**src/irq_pkg.sv**
```systemverilog
/*
 * Shared constants and carriers for the two-level interrupt handler.
 * Assumes one system clock domain and an asynchronous active-low reset.
 */
`default_nettype none
package irq_pkg;
    localparam int          NUM_SOURCES       = 17;
    localparam int          VEC_WIDTH         = 16;
    localparam int          IDX_WIDTH         = 5;
    localparam int          GLOBAL_EN_BIT     = 7;
    localparam int          VEC_STEP          = 8;
    localparam logic [15:0] VEC_BASE          = 16'h0003;
    localparam logic [31:0] AUTO_CLEAR_MASK   = 32'h0000_000f;
    localparam logic [31:0] PRIO_RESET        = 32'h0000_0000;
    localparam logic [31:0] PEND_RESET        = 32'h0000_0000;

    typedef enum logic [1:0] {
        cpu_idle,
        cpu_call,
        cpu_hold
    } call_state_e;

    typedef struct packed {
        logic                 call;
        logic [VEC_WIDTH-1:0] vector;
        logic [IDX_WIDTH-1:0] source;
        logic                 high;
    } call_req_s;
endpackage : irq_pkg
`default_nettype wire

```
**src/two_level_interrupt_handler.sv**
```systemverilog
/*
 * Interrupt handler: pending flags, enables, two priority levels and nesting.
 * Assumes the CPU pulses i_insn_done at each instruction boundary, pulses
 * i_return_from_interrupt_done when a return_from_interrupt completes, and accepts a
 * long_call_to_vector request with i_call_ack. Source events are synchronous.
 */
`timescale 1ns/10ps
`default_nettype none

// What this block does
// - Source event sets its pending flag
// - Request needs pending, own enable, global enable
// - Call source vector after current instruction
// - Return resumes interrupted program flow
// - Flags set even while disabled
// - Some flags auto-clear on vectoring
// - Still-pending flag re-enters after one instruction
// - Global enable is enable bit seven
// - Global off blocks all, keeps pending
// - Software set of flag acts as event
// - Each source has own enable bit
// - High preempts low; high never preempted
// - All priorities low after reset
// - Higher level first, fixed order ties
// - Sample and decode every clock
// - Equal-level request waits past return plus one
module two_level_interrupt_handler
    import irq_pkg::*;
#(
    parameter int NSRC = NUM_SOURCES
) (
    // Clock and reset
    input  wire logic            i_clock,
    input  wire logic            i_arst_n,
    // Sources and software access
    input  wire logic [NSRC-1:0] i_src_event,
    input  wire logic [NSRC-1:0] i_sw_set,
    input  wire logic [NSRC-1:0] i_sw_clear,
    // Configuration
    input  wire logic [7:0]      i_irq_enable_reg,
    input  wire logic [NSRC-1:0] i_src_enable,
    input  wire logic [NSRC-1:0] i_prio_wr,
    input  wire logic [NSRC-1:0] i_prio_val,
    // CPU side
    input  wire logic            i_insn_done,
    input  wire logic            i_return_from_interrupt_done,
    input  wire logic            i_call_ack,
    output logic                 o_call,
    output logic [VEC_WIDTH-1:0] o_vector,
    output logic [IDX_WIDTH-1:0] o_source,
    output logic                 o_irq_request,
    output logic [NSRC-1:0]      o_pending,
    output logic [NSRC-1:0]      o_prio,
    output logic [1:0]           o_in_service
);

    //------------------------------------------------------------
    // State
    //------------------------------------------------------------
    logic [NSRC-1:0] pending;
    logic [NSRC-1:0] prio;
    logic            svc_low;
    logic            svc_high;
    logic            gap;
    call_state_e     state;
    call_req_s       req;
    logic            global_en;
    logic [NSRC-1:0] armed;
    logic [NSRC-1:0] eligible;
    logic            sel_valid;
    logic [IDX_WIDTH-1:0] sel_idx;
    logic            sel_high;
    logic [NSRC-1:0] ack_clear;

    assign global_en = i_irq_enable_reg[GLOBAL_EN_BIT];
    assign armed     = global_en ? (pending & i_src_enable) : '0;

    //------------------------------------------------------------
    // Priority decode
    //------------------------------------------------------------
    // Blocked while high in service; low allowed only when idle
    always_comb begin
        eligible = '0;
        for (int i = 0; i < NSRC; i++) begin
            if (prio[i])
                eligible[i] = armed[i] && !svc_high;
            else
                eligible[i] = armed[i] && !svc_high && !svc_low;
        end
    end

    always_comb begin
        sel_valid = 1'b0;
        sel_idx   = '0;
        sel_high  = 1'b0;
        for (int i = NSRC - 1; i >= 0; i--) begin
            if (eligible[i] && !prio[i]) begin
                sel_valid = 1'b1;
                sel_idx   = IDX_WIDTH'(i);
                sel_high  = 1'b0;
            end
        end
        for (int i = NSRC - 1; i >= 0; i--) begin
            if (eligible[i] && prio[i]) begin
                sel_valid = 1'b1;
                sel_idx   = IDX_WIDTH'(i);
                sel_high  = 1'b1;
            end
        end
    end

    //------------------------------------------------------------
    // Pending flags
    //------------------------------------------------------------
    always_comb begin
        ack_clear = '0;
        if (state == cpu_call && i_call_ack && AUTO_CLEAR_MASK[req.source])
            ack_clear[req.source] = 1'b1;
    end

    // Set wins over clear
    always_ff @(posedge i_clock or negedge i_arst_n) begin
        if (!i_arst_n) begin
            pending <= PEND_RESET[NSRC-1:0];
        end else begin
            pending <= (pending & ~(i_sw_clear | ack_clear))
                     | i_src_event | i_sw_set;
        end
    end

    always_ff @(posedge i_clock or negedge i_arst_n) begin
        if (!i_arst_n) begin
            prio <= PRIO_RESET[NSRC-1:0];
        end else begin
            for (int i = 0; i < NSRC; i++) begin
                if (i_prio_wr[i])
                    prio[i] <= i_prio_val[i];
            end
        end
    end

    //------------------------------------------------------------
    // In-service tracking
    //------------------------------------------------------------
    // Return releases the most recently entered level
    always_ff @(posedge i_clock or negedge i_arst_n) begin
        if (!i_arst_n) begin
            svc_low  <= 1'b0;
            svc_high <= 1'b0;
        end else if (state == cpu_call && i_call_ack) begin
            if (req.high)
                svc_high <= 1'b1;
            else
                svc_low  <= 1'b1;
        end else if (i_return_from_interrupt_done) begin
            if (svc_high)
                svc_high <= 1'b0;
            else
                svc_low  <= 1'b0;
        end
    end

    // One instruction must run after each return
    always_ff @(posedge i_clock or negedge i_arst_n) begin
        if (!i_arst_n) begin
            gap <= 1'b0;
        end else if (i_return_from_interrupt_done) begin
            gap <= 1'b1;
        end else if (i_insn_done) begin
            gap <= 1'b0;
        end
    end

    //------------------------------------------------------------
    // Vectoring sequencer
    //------------------------------------------------------------
    always_ff @(posedge i_clock or negedge i_arst_n) begin
        if (!i_arst_n) begin
            state <= cpu_idle;
            req   <= '0;
        end else begin
            case (state)
                cpu_idle: begin
                    // Decoded every clock, taken at a boundary
                    if (sel_valid && i_insn_done && !gap && !i_return_from_interrupt_done) begin
                        state      <= cpu_call;
                        req.call   <= 1'b1;
                        req.source <= sel_idx;
                        req.high   <= sel_high;
                        // Each source owns a fixed vector slot
                        req.vector <= VEC_BASE + VEC_WIDTH'(VEC_STEP * int'(sel_idx));
                    end
                end
                cpu_call: begin
                    if (i_call_ack) begin
                        state    <= cpu_hold;
                        req.call <= 1'b0;
                    end
                end
                cpu_hold: begin
                    state <= cpu_idle;
                end
                default: begin
                    state <= cpu_idle;
                end
            endcase
        end
    end

    //------------------------------------------------------------
    // Registered outputs
    //------------------------------------------------------------
    always_ff @(posedge i_clock or negedge i_arst_n) begin
        if (!i_arst_n) begin
            o_call        <= 1'b0;
            o_vector      <= '0;
            o_source      <= '0;
            o_irq_request <= 1'b0;
            o_pending     <= '0;
            o_prio        <= '0;
            o_in_service  <= '0;
        end else begin
            // Call drops in the cycle after acceptance
            o_call        <= req.call && !(state == cpu_call && i_call_ack);
            o_vector      <= req.vector;
            o_source      <= req.source;
            o_irq_request <= sel_valid;
            o_pending     <= pending;
            o_prio        <= prio;
            o_in_service  <= {svc_high, svc_low};
        end
    end

    //------------------------------------------------------------
    // Checks
    //------------------------------------------------------------
    a_event_sets_flag: assert property (@(posedge i_clock) disable iff (!i_arst_n)
        i_src_event[0] |=> pending[0])
        else $error("event did not set pending flag");

    a_global_blocks: assert property (@(posedge i_clock) disable iff (!i_arst_n)
        !global_en |-> !sel_valid)
        else $error("request while globally disabled");

    a_disabled_no_req: assert property (@(posedge i_clock) disable iff (!i_arst_n)
        (armed == '0) |=> !o_irq_request)
        else $error("request without enabled pending flag");

    a_call_on_boundary: assert property (@(posedge i_clock) disable iff (!i_arst_n)
        $rose(req.call) |-> $past(i_insn_done && !gap && !i_return_from_interrupt_done))
        else $error("call raised off an instruction boundary");

    a_high_not_preempted: assert property (@(posedge i_clock) disable iff (!i_arst_n)
        $rose(req.call) |-> !$past(svc_high))
        else $error("high level handler preempted");

    a_gap_after_return: assert property (@(posedge i_clock) disable iff (!i_arst_n)
        i_return_from_interrupt_done |=> (gap && !req.call))
        else $error("no instruction after return");

    a_auto_clear: assert property (@(posedge i_clock) disable iff (!i_arst_n)
        (state == cpu_call && i_call_ack && AUTO_CLEAR_MASK[req.source]
         && !i_src_event[req.source] && !i_sw_set[req.source])
        |=> !pending[$past(req.source)])
        else $error("auto-clear flag not cleared on vectoring");

    a_high_wins: assert property (@(posedge i_clock) disable iff (!i_arst_n)
        (sel_valid && |(eligible & prio)) |-> sel_high)
        else $error("low level chosen over high");

    a_level_tracked: assert property (@(posedge i_clock) disable iff (!i_arst_n)
        (state == cpu_call && i_call_ack && req.high) |=> svc_high)
        else $error("high level not marked in service");

    a_flag_kept: assert property (@(posedge i_clock) disable iff (!i_arst_n)
        (($past(pending) & ~pending & ~$past(i_sw_clear | ack_clear)) == '0))
        else $error("pending flag lost without a clear");

    a_sw_set_flag: assert property (@(posedge i_clock) disable iff (!i_arst_n)
        (i_sw_set != '0) |=> ((pending & $past(i_sw_set)) == $past(i_sw_set)))
        else $error("software set did not raise pending flag");

    a_low_waits: assert property (@(posedge i_clock) disable iff (!i_arst_n)
        (svc_low && sel_valid) |-> sel_high)
        else $error("low request chosen while low in service");

    a_level_release: assert property (@(posedge i_clock) disable iff (!i_arst_n)
        (i_return_from_interrupt_done && svc_high && !(state == cpu_call && i_call_ack))
        |=> (!svc_high && $stable(svc_low)))
        else $error("return did not release the high level");

    a_irq_follows: assert property (@(posedge i_clock) disable iff (!i_arst_n)
        sel_valid |=> o_irq_request)
        else $error("request output missing");

    a_prio_write: assert property (@(posedge i_clock) disable iff (!i_arst_n)
        (i_prio_wr != '0) |=> ((prio & $past(i_prio_wr)) == ($past(i_prio_val) & $past(i_prio_wr))))
        else $error("priority bit not written");

endmodule : two_level_interrupt_handler

`default_nettype wire

```
**config.mk**
```make
export PLATFORM = sky130hd
export DESIGN_NAME = two_level_interrupt_handler
export DESIGN_NICKNAME = d
export VERILOG_FILES = /design/src/irq_pkg.sv /design/src/two_level_interrupt_handler.sv
export SDC_FILE = /design/constraint.sdc
export NUM_CORES = 1
export LEC_CHECK = 0
export BUFFER_PORTS_ARGS = -buffer_cell sky130_fd_sc_hd__buf_2
export CORE_MARGIN = 2
export CORE_UTILIZATION = 35
export CTS_BUF_LIST = sky130_fd_sc_hd__clkbuf_8 sky130_fd_sc_hd__clkbuf_16
export DETAILED_ROUTE_END_ITERATION = 7
export PLACE_DENSITY = 0.6
export SLEW_MARGIN = 20
export SYNTH_ARGS = -nofsm -noshare
export SYNTH_HDL_FRONTEND = slang
export SYNTH_SLANG_ARGS = --single-unit
```
**constraint.sdc**
```tcl
create_clock -name i_clock -period 2.85 [get_ports i_clock]
set_input_delay 0.4275 -clock i_clock [delete_from_list [all_inputs] [get_ports i_clock]]
set_output_delay 0.4275 -clock i_clock [all_outputs]
set_load 0.05 [all_outputs]
```
# After elaboration in Yosys (flattened, before gate mapping)
# Memories as Yosys holds them, arrays and structs flattened.
# Index checks and enable logic that the tools add are counted.
totals:
  rom_bits: 32
  output_inout_bits: 59
  register_bits: 121
  n_memories: 1
mem_list:
  columns: ["name", "depth", "word_bits", "read_ports", "rd_ports_with_merged_regs", "write_ports", "line_no", "text"]
  rows:
  - ["(name not given)", 32, 1, 1, 0, 0, "two_level_interrupt_handler.sv:117", "if (state == cpu_call && i_call_ack && AUTO_CLEAR_MASK[req.source])"]
classes:
  n_bitwise: 6
  muxes: 122
  n_addsub: 1
  magnitude_cmp: 2
  n_eq_ne: 6
  reduce_logical: 106
ops:
  columns: ["operator", "count"]
  rows:
  - ["5-bit two-way mux", 34]
  - ["1-bit two-way mux", 80]
  - ["1-bit logical AND", 75]
  - ["17-bit bitwise OR", 3]
  - ["17-bit AND", 2]
  - ["17-bit two-way mux", 2]
  - ["23-bit two-way mux", 1]
  - ["1-bit logical NOT", 22]
  - ["17-bit inverter", 1]
  - ["2-bit by 8-bit adder with 9-bit output, first input constant", 1]
  - ["2-bit inequality test, second input constant", 4]
  - ["5-bit by 6-bit less-than comparator with 1-bit output, second input constant", 1]
  - ["2-bit AND reduction", 3]
  - ["3-bit AND reduction", 2]
  - ["2-bit nonzero test", 3]
  - ["1-bit demux with 5-bit select", 1]
  - ["5-bit by 1-bit >= comparator with 1-bit output, second input constant", 1]
  - ["2-bit two-way mux", 2]
  - ["2-bit case mux with 2 select lines", 1]
  - ["2-bit by 1-bit == test with 1-bit output, second input constant", 1]
  - ["2-bit logical NOT", 1]
  - ["2-bit by 1-bit inequality test with 1-bit output, second input constant", 1]
  - ["1-bit case mux with 2 select lines", 1]

# Longest topological paths before layout
# Gate-level depths: netlist (run 1).
logic_depth:
  word_depth: 45
  ltp_mapped: 10

# Worst setup path before layout (run 1)
# OpenSTA, ideal clock, no wires.
synth_path:
  path_kind: "register to register"
  start: "reg svc_high"
  end: "reg req[2] (netlist bit)"
  arrival_ps: 1966
  required_ps: 2732
  stages_incl_launch_ff: 10
  path_buffers: 2
  path_slack_ps: 766
  setup_time_ps: 118
  cell_sequence: "dfrtp_1 -> or3b_1 -> buf_6 -> buf_6 -> or3_1 -> nand2_1 -> o2111ai_1 -> o21ai_1 -> a211oi_1 -> a21o_1"
synth_between:
  elab_chain_len: 43
  word_cells_on_any_way: 157
  cone_classes: "mux (84); reduce/logical (73)"
synth_lines:
  columns: ["element", "line_no", "text"]
  rows:
  - ["start: declaration", "two_level_interrupt_handler.sv:63", "logic svc_high;"]
  - ["start signal: assignment", "two_level_interrupt_handler.sv:149", "svc_high <= 1'b0;"]
  - ["start signal: assignment", "two_level_interrupt_handler.sv:152", "svc_high <= 1'b1;"]
  - ["start signal: assignment", "two_level_interrupt_handler.sv:157", "svc_high <= 1'b0;"]
  - ["1-bit logical NOT *", "two_level_interrupt_handler.sv:86, two_level_interrupt_handler.sv:88", null]
  - ["1-bit logical AND", "two_level_interrupt_handler.sv:86, two_level_interrupt_handler.sv:88", null]
  - ["1-bit logical AND", "two_level_interrupt_handler.sv:88", "eligible[i] = armed[i] && !svc_high && !svc_low;"]
  - ["1-bit two-way mux", "two_level_interrupt_handler.sv:85", "if (prio[i])"]
  - ["1-bit logical AND", "two_level_interrupt_handler.sv:97", "if (eligible[i] && !prio[i]) begin"]
  - ["1-bit two-way mux (17 in series)", "two_level_interrupt_handler.sv:97", null]
  - ["1-bit two-way mux (17 in series)", "two_level_interrupt_handler.sv:104", "if (eligible[i] && prio[i]) begin"]
  - ["1-bit logical AND (3 in series)", "two_level_interrupt_handler.sv:185", "if (sel_valid && i_insn_done && !gap && !i_return_from_interrupt_done) begin"]
  - ["2-bit AND reduction (no line)", null, null]
  - ["end: declaration", "two_level_interrupt_handler.sv:66", "call_req_s req;"]
# Every way passes the cells marked *; elsewhere a longest branch is shown, timed or not.
# A chain may end at the register's enable or synchronous reset.

# Final worst setup path (run 1)
layout_path:
  start: "reg svc_high"
  end: "reg req[4] (netlist bit)"
# The elaborated chain is that of the path after synthesis.

==> flow_summary.ini, run 1 <==
[power]
powerDensity_nw_per_um2 = 655
leakagePower_nw = 2.45
ir_drop_mv = 0.404
power_mw = 3.26

[sta]
fmax_mhz = 391
fin_tns_setup_ns = 0
maxSlewHeadroom_pct = 59.3
worst_slack_ns = 0.295
worst_slew_pin_slew_ns = 0.602
hold_violations = 0
skew_ns = 0.00790
min_period_ns = 2.55
fin_crit_sh_pct = 89.6
rsz0062_at_grt = no
setup_violations = 0
hold_ws_ns = 0.0437
slew_violations = 0

[synth]
synthMostInstantiatedCell = dfrtp_1
synth_cells = 348
yosysTopAreaCell = dfrtp_1
synth_top_area_share_pct = 58.8
synth_async_sr_flop_share_pct = 100
yosysSeqAreaShare_pct = 58.8
synth_enable_flop_cells = 0
synth_top_cells_by_count = 91 x dfrtp_1, 29 x nand2_1, 24 x nor2_1, 23 x o21ai_0, 22 x inv_1
synth_ff_type = dfrtp_1
syn_area_um2 = 3870
avgSynthCellArea_um2 = 11.1
yosys_warnings = 0
synth_cell_types = 55
synth-seq-cells = 91
synth.area.top_cells = dfrtp_1 59%, mux2_2 4.6%, buf_4 3.1%, o21ai_0 3.0%, nand2_1 2.8%

[die]
start_util_pct = 35.7
fp.dieArea_um2 = 11900
fp.dieW_um = 109
die_h_um = 109
core_um2 = 10800
ios = 174
rows = 38

[route]
vias = 3127
drtIter0Drc = 221
dr.pass1.iters = 4
drc = 0
routedWlPerCell_um = 13.9
postRouteWirelength_um = 9120
vias_per_cell = 4.77
ant_nets = 0

[setup_path]
path_delay_family = simple AND/OR/NAND/NOR gates
rr_endpoint = req[4]
critPathBufInv = 2
worstPathMaxFanout = 19
critical_path_cell_count = 9
crit_path_max_incr_delay_ns = 0.47
endpoint_kind = register
rrSetupSlack_ns = 0.30
cp-start-kind = register
cp_data_required_time_ns = 3.11
path_cells = or3b_1 > buf_4 > a41oi_1 > nor4_1 > nand3_1 > o31ai_4 > buf_4 > nand2_1 > o41ai_1
crit_top_cell = buf_4
r2r_cells = 9
r2r-start = svc_high
path_class = register to register
cp.arrival_ns = 2.82
crit_slowest_cell = dfrtp_1

[placed_design]
pre_cts_slack_ns = 0.217
place_congestion = 0.852
io_buffers = 157
hpwlAfterDp_um = 7120
place_area_um2 = 4770

[global_routing]
antenna_found_initial = 0
top_usage_layer = met2
use_met2_pct = 26.5
grt_max_degree = 48
met1_usage_pct = 20.0
grt_usage_pct = 16.3
grt_use_met3_pct = 6.04
first_global_vias = 3087
grt_overflow = 0
grt_pass1_wl_um = 14600

[clocking]
cts-resized-gates = 0
cts_setup_buffers = 0
clk_pin_slew_worst_paths_ns = 0.08
clock_tree.buffer_depth = 2
numCtsBuffers = 9
clockRootBuffer = clkbuf_8
htree_levels = 3
cts_hold_buf = 0
cts_tree = built
clkLatencyLatePin_ns = 0.37
cts_sinks = 91

[finish]
final_area_um2 = 4970
fill_cells = 1080
area_growth_pct = 28.4
layout.nets = 625
n_antenna_cell = 0
drive_gt1_share_pct = 39.8

[hold_path]
hold_class = input port to asynchronous set/reset pin

[flow_run]
cap_violations = 0

[run_status]
outcome = completed
[layout by cell type, fill, tap and decap left out, drive strengths merged, types with 3 or more instances in the layout]
cell and instances:
a21oi 11, buf 163, o41ai 3, nand4 4, inv 25, a311o 3, nor3b 4, nand2 29
a41oi 3, nor3 12, nor2b 3, nor2 24, nand3 16, conb 9, nand3b 9, mux2 16
or2 6, or3 4, nand2b 5, a211oi 3, dfrtp 91, o31ai 3, o21ai 28, clkbuf 12
[report_power, final]
group | internal (mW) | leakage, nW | switching, mW | total (mW)
logic | 0.256 | 1.32 | 0.593 | 0.850
clock network | 0.468 | 0.116 | 0.422 | 0.890
registers | 1.43 | 1.01 | 0.0926 | 1.52
total | 2.15 | 2.45 | 1.11 | 3.26
[logic make-up after synthesis]
family | after synthesis | share of synthesized area, %
and+or+nand+nor | 128 | 17.8
other | 1 | 0.0968
muxes | 16 | 4.65
buffers and inverters | 42 | 6.23
DFF | 91 | 58.8
AOI/OAI and AO/OA | 70 | 12.5
[metal layers]
metal / up-vias / routed length (µm)
met5: - / 0
met4: 0 / 121
met3: 10 / 743
met2: 135 / 4390
met1: 1454 / 3870
li1: 1528 / -
[state kept, by name (all words and copies together), names as in the netlist]
name,cells
gap,1
req,8
o_vector,2
pending,17
o_prio,17
o_irq_request,1
o_in_service,2
o_pending,17
o_call,1
svc_high,1
state,2
svc_low,1
prio,17
o_source,4
[worst max path at each step]
| stage | from | endpoint | slack [ns] |
|---|---|---|---|
| 2_1_floorplan | svc_high | req[2] | 0.77 |
| 3_3_place_gp | i_irq_enable_reg[7] | req[4] | 0.31 |
| 3_5_place_dp | i_irq_enable_reg[7] | req[3] | 0.22 |
| 4_1_cts | svc_high | req[4] | 0.27 |
| 5_1_grt | svc_high | req[4] | 0.07 |
| 6_report | svc_high | req[4] | 0.30 |
[final cells by class]
| cell class | count | area [µm²] | area share (%) |
|---|---|---|---|
| timing repair buffer | 163 | 846 | 17.0 |
| clock inverter | 4 | 41.3 | 0.830 |
| multi-input combinational | 223 | 1390 | 27.9 |
| sequential | 91 | 2280 | 45.8 |
| inverter | 22 | 82.6 | 1.66 |
| tap | 140 | 175 | 3.52 |
| clock buffer | 12 | 165 | 3.32 |
[per-stage QoR]
stage	cells	util (%)
2_1_floorplan	356	-
3_3_place_gp	639	44.0
3_5_place_dp	639	44.0
4_1_cts	655	45.9
5_1_grt	655	45.9
6_report	655	45.9
(Power assumes the default switching activity.)
==> run 2, diff against run 1 <==
--- a/config.mk
+++ b/config.mk
@@ -6,9 +6,11 @@
 export NUM_CORES = 1
 export LEC_CHECK = 0
 export BUFFER_PORTS_ARGS = -buffer_cell sky130_fd_sc_hd__buf_2
+export CORE_ASPECT_RATIO = 0.8
 export CORE_MARGIN = 2
 export CORE_UTILIZATION = 35
 export CTS_BUF_LIST = sky130_fd_sc_hd__clkbuf_8 sky130_fd_sc_hd__clkbuf_16
+export CTS_CLUSTER_SIZE = 10
 export DETAILED_ROUTE_END_ITERATION = 7
 export PLACE_DENSITY = 0.6
 export SLEW_MARGIN = 20
==> run 2 against run 1 <==
  * Sequential share of layout area decreased by 0.56 points
  * Non-clock buffer count is the same
  * Maximum frequency rose by 1.6%
  * Routed wire length rose by 1.5%
  * Core utilization rose by 0.53 points
  * First-iteration DRC count is 38% lower
  * Setup slack better by 0.040 ns
  * Combinational power rose by 0.7%
  * Sequential cell count stayed put
  * Critical endpoint is now req[0]
  * Largest cell class unchanged
==> flow_summary.ini, run 2 (synthesis results as in run 1) <==
[run_status]
outcome = completed

[setup_path]
cp_data_required_time_ns = 3.11
cp.arrival_ns = 2.77
endpoint_kind = register
worstPathMaxFanout = 9
startpoint = prio[12]
r2r-start = prio[12]
r2r_cells = 8
rrSetupSlack_ns = 0.34
critPathCapture = req[0]
rr_endpoint = req[0]
cp-start-kind = register
path_class = register to register

[die]
fp.dieW_um = 122
ios = 174
rows = 34
core_um2 = 10800
die_h_um = 98.1
start_util_pct = 35.7
fp.dieArea_um2 = 11900

[sta]
min_period_ns = 2.51
worst_slew_pin_slew_ns = 0.698
skew_ns = 0.00887
fin_crit_sh_pct = 88.2
fmax_mhz = 398
fin_tns_setup_ns = 0
slew_violations = 0
rsz0062_at_grt = no
hold_violations = 0
maxSlewHeadroom_pct = 52.8
setup_violations = 0
worst_slack_ns = 0.335

[route]
drtIter0Drc = 136
routedWlPerCell_um = 14.1
vias_per_cell = 4.75
ant_nets = 0
drc = 0
dr.pass1.iters = 4
vias = 3118
postRouteWirelength_um = 9270

[global_routing]
grt_max_degree = 56
met1_usage_pct = 22.3
grt_use_met3_pct = 6.95
grt_overflow = 0
use_met2_pct = 24.2
grt_usage_pct = 16.2
top_usage_layer = met2
grt_pass1_wl_um = 14900
antenna_found_initial = 0
first_global_vias = 3101

[finish]
final_common_cell = buf_2
drive_gt1_share_pct = 39.8
area_growth_pct = 29.9
final_util_pct = 46.4
n_antenna_cell = 0
fill_cells = 1039
mostFrequentLayoutCells = 156 x buf_2, 91 x dfrtp_1, 29 x nand2_1, 24 x inv_1, 24 x nor2_1
layout.nets = 625

[clocking]
clock_tree.buffer_depth = 2
cts_setup_buffers = 0
htree_levels = 3
cts_sinks = 91
cts_tree = built
cts-resized-gates = 0
clkLatencyLatePin_ns = 0.34
numCtsBuffers = 9
clockRootBuffer = clkbuf_16
cts_hold_buf = 0
clk_pin_slew_worst_paths_ns = 0.06

[power]
p_sw_mw = 1.15
power.share.clock_pct = 30.1
switching_share_pct = 33.7
power_frac_comb_pct = 25.1
ir_drop_mv = 0.313
leakagePower_nw = 2.46
seq_power_share_pct = 44.8
internal_power_mw = 2.26
powerDensity_nw_per_um2 = 677

[placed_design]
hpwlAfterDp_um = 7200
io_buffers = 157
pre_cts_slack_ns = 0.279
place_congestion = 0.872

[flow_run]
cap_violations = 0

[hold_path]
hold_class = input port to asynchronous set/reset pin
-- run 2: worst min path at each step --
stage	start	to	slack, ns
final	i_arst_n	o_prio[16]	0.06
after global routing	i_arst_n	o_in_service[1]	0.09
after CTS	i_arst_n	o_vector[1]	0.07
after detailed placement	req[7]	o_vector[1]	0.37
after global placement	req[7]	o_vector[1]	0.37
after floorplan	i_arst_n	gap	0.13
-- run 2: per-layer routing --
| layer | share of wire [%] | routed length (µm) | vias to the layer above |
|---|---|---|---|
| li1 | - | - | 1532 |
| met1 | 46 | 4240 | 1453 |
| met2 | 45 | 4180 | 131 |
| met3 | 8.8 | 817 | 2 |
| met4 | 0.31 | 29 | 0 |
| met5 | 0 | 0 | - |
-- run 2: critical path, stage by stage (launching register included) --
cell     delay [ns]
dfrtp_1        0.42
nand3_1        0.15
nand2_1        0.11
o41ai_1        0.52
nand4_1        0.34
o31ai_4        0.52
buf_4          0.23
nand2_1        0.05
o21ai_1        0.09
-- run 2: final cells by class --
type | count | area, µm² | area share (%)
flip-flops and latches | 91 | 2280 | 45.2
multi-input cells | 223 | 1390 | 27.5
repair buffers | 163 | 858 | 17.0
clock buffers | 9 | 225 | 4.47
well taps | 144 | 180 | 3.58
inverters | 22 | 82.6 | 1.64
clock inverters | 5 | 25.0 | 0.497
-- run 2: stage by stage --
stage	hold slack (ns)	instances	instance area, µm²	total power [mW]
2_1_floorplan	0.132	356	3910	2.16
3_3_place_gp	0.367	643	4780	2.40
3_5_place_dp	0.373	643	4780	2.41
4_1_cts	0.0699	657	5030	3.45
5_1_grt	0.0897	657	5030	3.59
6_report	0.0635	657	5030	3.41
-- run 2: power by group through the flow --
| stage | logic, mW | registers, mW | clock network, mW |
|---|---|---|---|
| detailed placement | 0.857 | 1.55 | 0 |
| global placement | 0.853 | 1.54 | 0 |
| CTS | 0.861 | 1.53 | 1.06 |
| finish | 0.856 | 1.53 | 1.03 |
| global route | 0.919 | 1.55 | 1.12 |
| floorplan | 0.405 | 1.76 | 0 |
==> run 3, diff against run 2 <==
--- a/config.mk
+++ b/config.mk
@@ -7,13 +7,12 @@
 export LEC_CHECK = 0
 export BUFFER_PORTS_ARGS = -buffer_cell sky130_fd_sc_hd__buf_2
 export CORE_ASPECT_RATIO = 0.8
-export CORE_MARGIN = 2
-export CORE_UTILIZATION = 35
+export CORE_MARGIN = 4
+export CORE_UTILIZATION = 45
 export CTS_BUF_LIST = sky130_fd_sc_hd__clkbuf_8 sky130_fd_sc_hd__clkbuf_16
 export CTS_CLUSTER_SIZE = 10
 export DETAILED_ROUTE_END_ITERATION = 7
-export PLACE_DENSITY = 0.6
-export SLEW_MARGIN = 20
+export PLACE_DENSITY = 0.75
 export SYNTH_ARGS = -nofsm -noshare
 export SYNTH_HDL_FRONTEND = slang
 export SYNTH_SLANG_ARGS = --single-unit
==> run 3 against run 2 <==
  * First-iteration DRC count increased by 32%
  * Highest routed layer unchanged
  * Hold slack worse by 0.0093 ns
  * Design area decreased by 2.1%
  * Critical endpoint is now req[4]
  * Power decreased by 5.4%
  * Non-clock buffer count is 1 higher
  * Critical path depth did not move
==> flow_summary.ini, run 3 (synthesis results as in run 1) <==
[sta]
min_period_ns = 2.58
rsz0062_at_grt = no
hold_violations = 0
fmax_mhz = 387
setup_violations = 0
slew_violations = 0
fin_tns_setup_ns = 0
maxSlewHeadroom_pct = 58.9
worst_slew_pin_slew_ns = 0.608
skew_ns = 0.00839
fin_crit_sh_pct = 90.6

[setup_path]
crit_slowest_cell = o41ai_1
critical_path_cell_count = 8
path_delay_family = compound AO/OA/AOI/OAI gates
cp_data_required_time_ns = 3.10
path_cells = nand3_1 > nand2_1 > o41ai_1 > nand4_1 > o31ai_4 > buf_4 > nand2_1 > o41ai_1
r2r_cells = 8
path_class = register to register
cp-start-kind = register
crit_path_max_incr_delay_ns = 0.54
endpoint_kind = register
rrSetupSlack_ns = 0.27
critPathBufInv = 1
worstPathMaxFanout = 9
cp.arrival_ns = 2.83

[finish]
layout.nets = 626
final_area_um2 = 4930
regArea_um2 = 2280
final_common_cell = buf_2
multiInputGateArea_um2 = 1390
area_growth_pct = 27.3
fill_cells = 712
final_util_pct = 60.4
n_antenna_cell = 0
drive_gt1_share_pct = 40.5
mostFrequentLayoutCells = 156 x buf_2, 91 x dfrtp_1, 29 x nand2_1, 24 x nor2_1

[clocking]
clockRootBuffer = clkbuf_8
numCtsBuffers = 9
clkLatencyLatePin_ns = 0.37
cts_sinks = 91
cts_tree = built
clock_tree.buffer_depth = 2
cts_setup_buffers = 0
cts_hold_buf = 0
clk_pin_slew_worst_paths_ns = 0.09
htree_levels = 3

[power]
ir_drop_mv = 0.460
power_mw = 3.23
leakagePower_nw = 2.44
powerDensity_nw_per_um2 = 654

[die]
die_h_um = 91
fp.dieArea_um2 = 10200
fp.dieW_um = 112
rows = 29
core_um2 = 8160
start_util_pct = 47.5
ios = 174

[hold_path]
hold_class = input port to asynchronous set/reset pin

[global_routing]
top_usage_layer = met2
grt_use_met3_pct = 7.77
grt_usage_pct = 19.6
met1_usage_pct = 25.2
grt_max_degree = 48
first_global_vias = 3304
antenna_found_initial = 0
grt_pass1_wl_um = 15900
grt_overflow = 0
use_met2_pct = 30.6

[placed_design]
hpwlAfterDp_um = 7720
place_area_um2 = 4730
io_buffers = 157
place_congestion = 0.905

[route]
ant_nets = 0
vias_per_cell = 5.14
drtIter0Drc = 179
routedWlPerCell_um = 15.5
vias = 3205
postRouteWirelength_um = 9690
dr.pass1.iters = 4
drc = 0

[flow_run]
cap_violations = 0

[run_status]
outcome = completed
[run 3: through the flow]
step           hold slack (ns)  setup WS [ns]  instances
2_1_floorplan            0.132          0.766        356
3_3_place_gp             0.362          0.191        608
3_5_place_dp             0.366         0.0738        608
4_1_cts                 0.0560          0.212        624
5_1_grt                 0.0773          0.158        624
6_report                0.0541          0.267        624
[run 3: worst paths after layout]
kind,startpoint,to
worst max register to register,prio[12],req[4]
worst min-delay path,i_arst_n,state[1]
worst max-delay path,prio[12],req[4]
worst min register to register,req[7],o_vector[1]
min in group i_clock,i_sw_clear[14],pending[14]
max in group asynchronous,i_arst_n,o_pending[7]
[run 3: layout make-up]
class                      count  area share (%)
tap                          108            2.74
sequential                    91            46.2
clock buffer                  10            2.79
timing repair buffer         164            17.3
multi-input combinational    223            28.2
inverter                      22            1.67
clock inverter                 6            1.14
[run 3: routing by layer]
layer | share of wire [%] | wire length [µm] | vias to the layer above
met4 | 1.4 | 140 | 0
li1 | - | - | 1536
met1 | 42 | 4090 | 1520
met3 | 9.0 | 874 | 14
met2 | 47 | 4580 | 135
met5 | 0 | 0 | -
[run 3: power by group]
group	internal (mW)	switching, mW
clock network	0.421	0.424
registers	1.43	0.0908
logic	0.260	0.606
total	2.11	1.12
[run 3: repair_timing]
action / 4_1_cts / 5_1_grt
gates resized for setup: 0 / 1
hold endpoints to repair: 0 / 0
endpoints found under the setup margin: 0 / 7
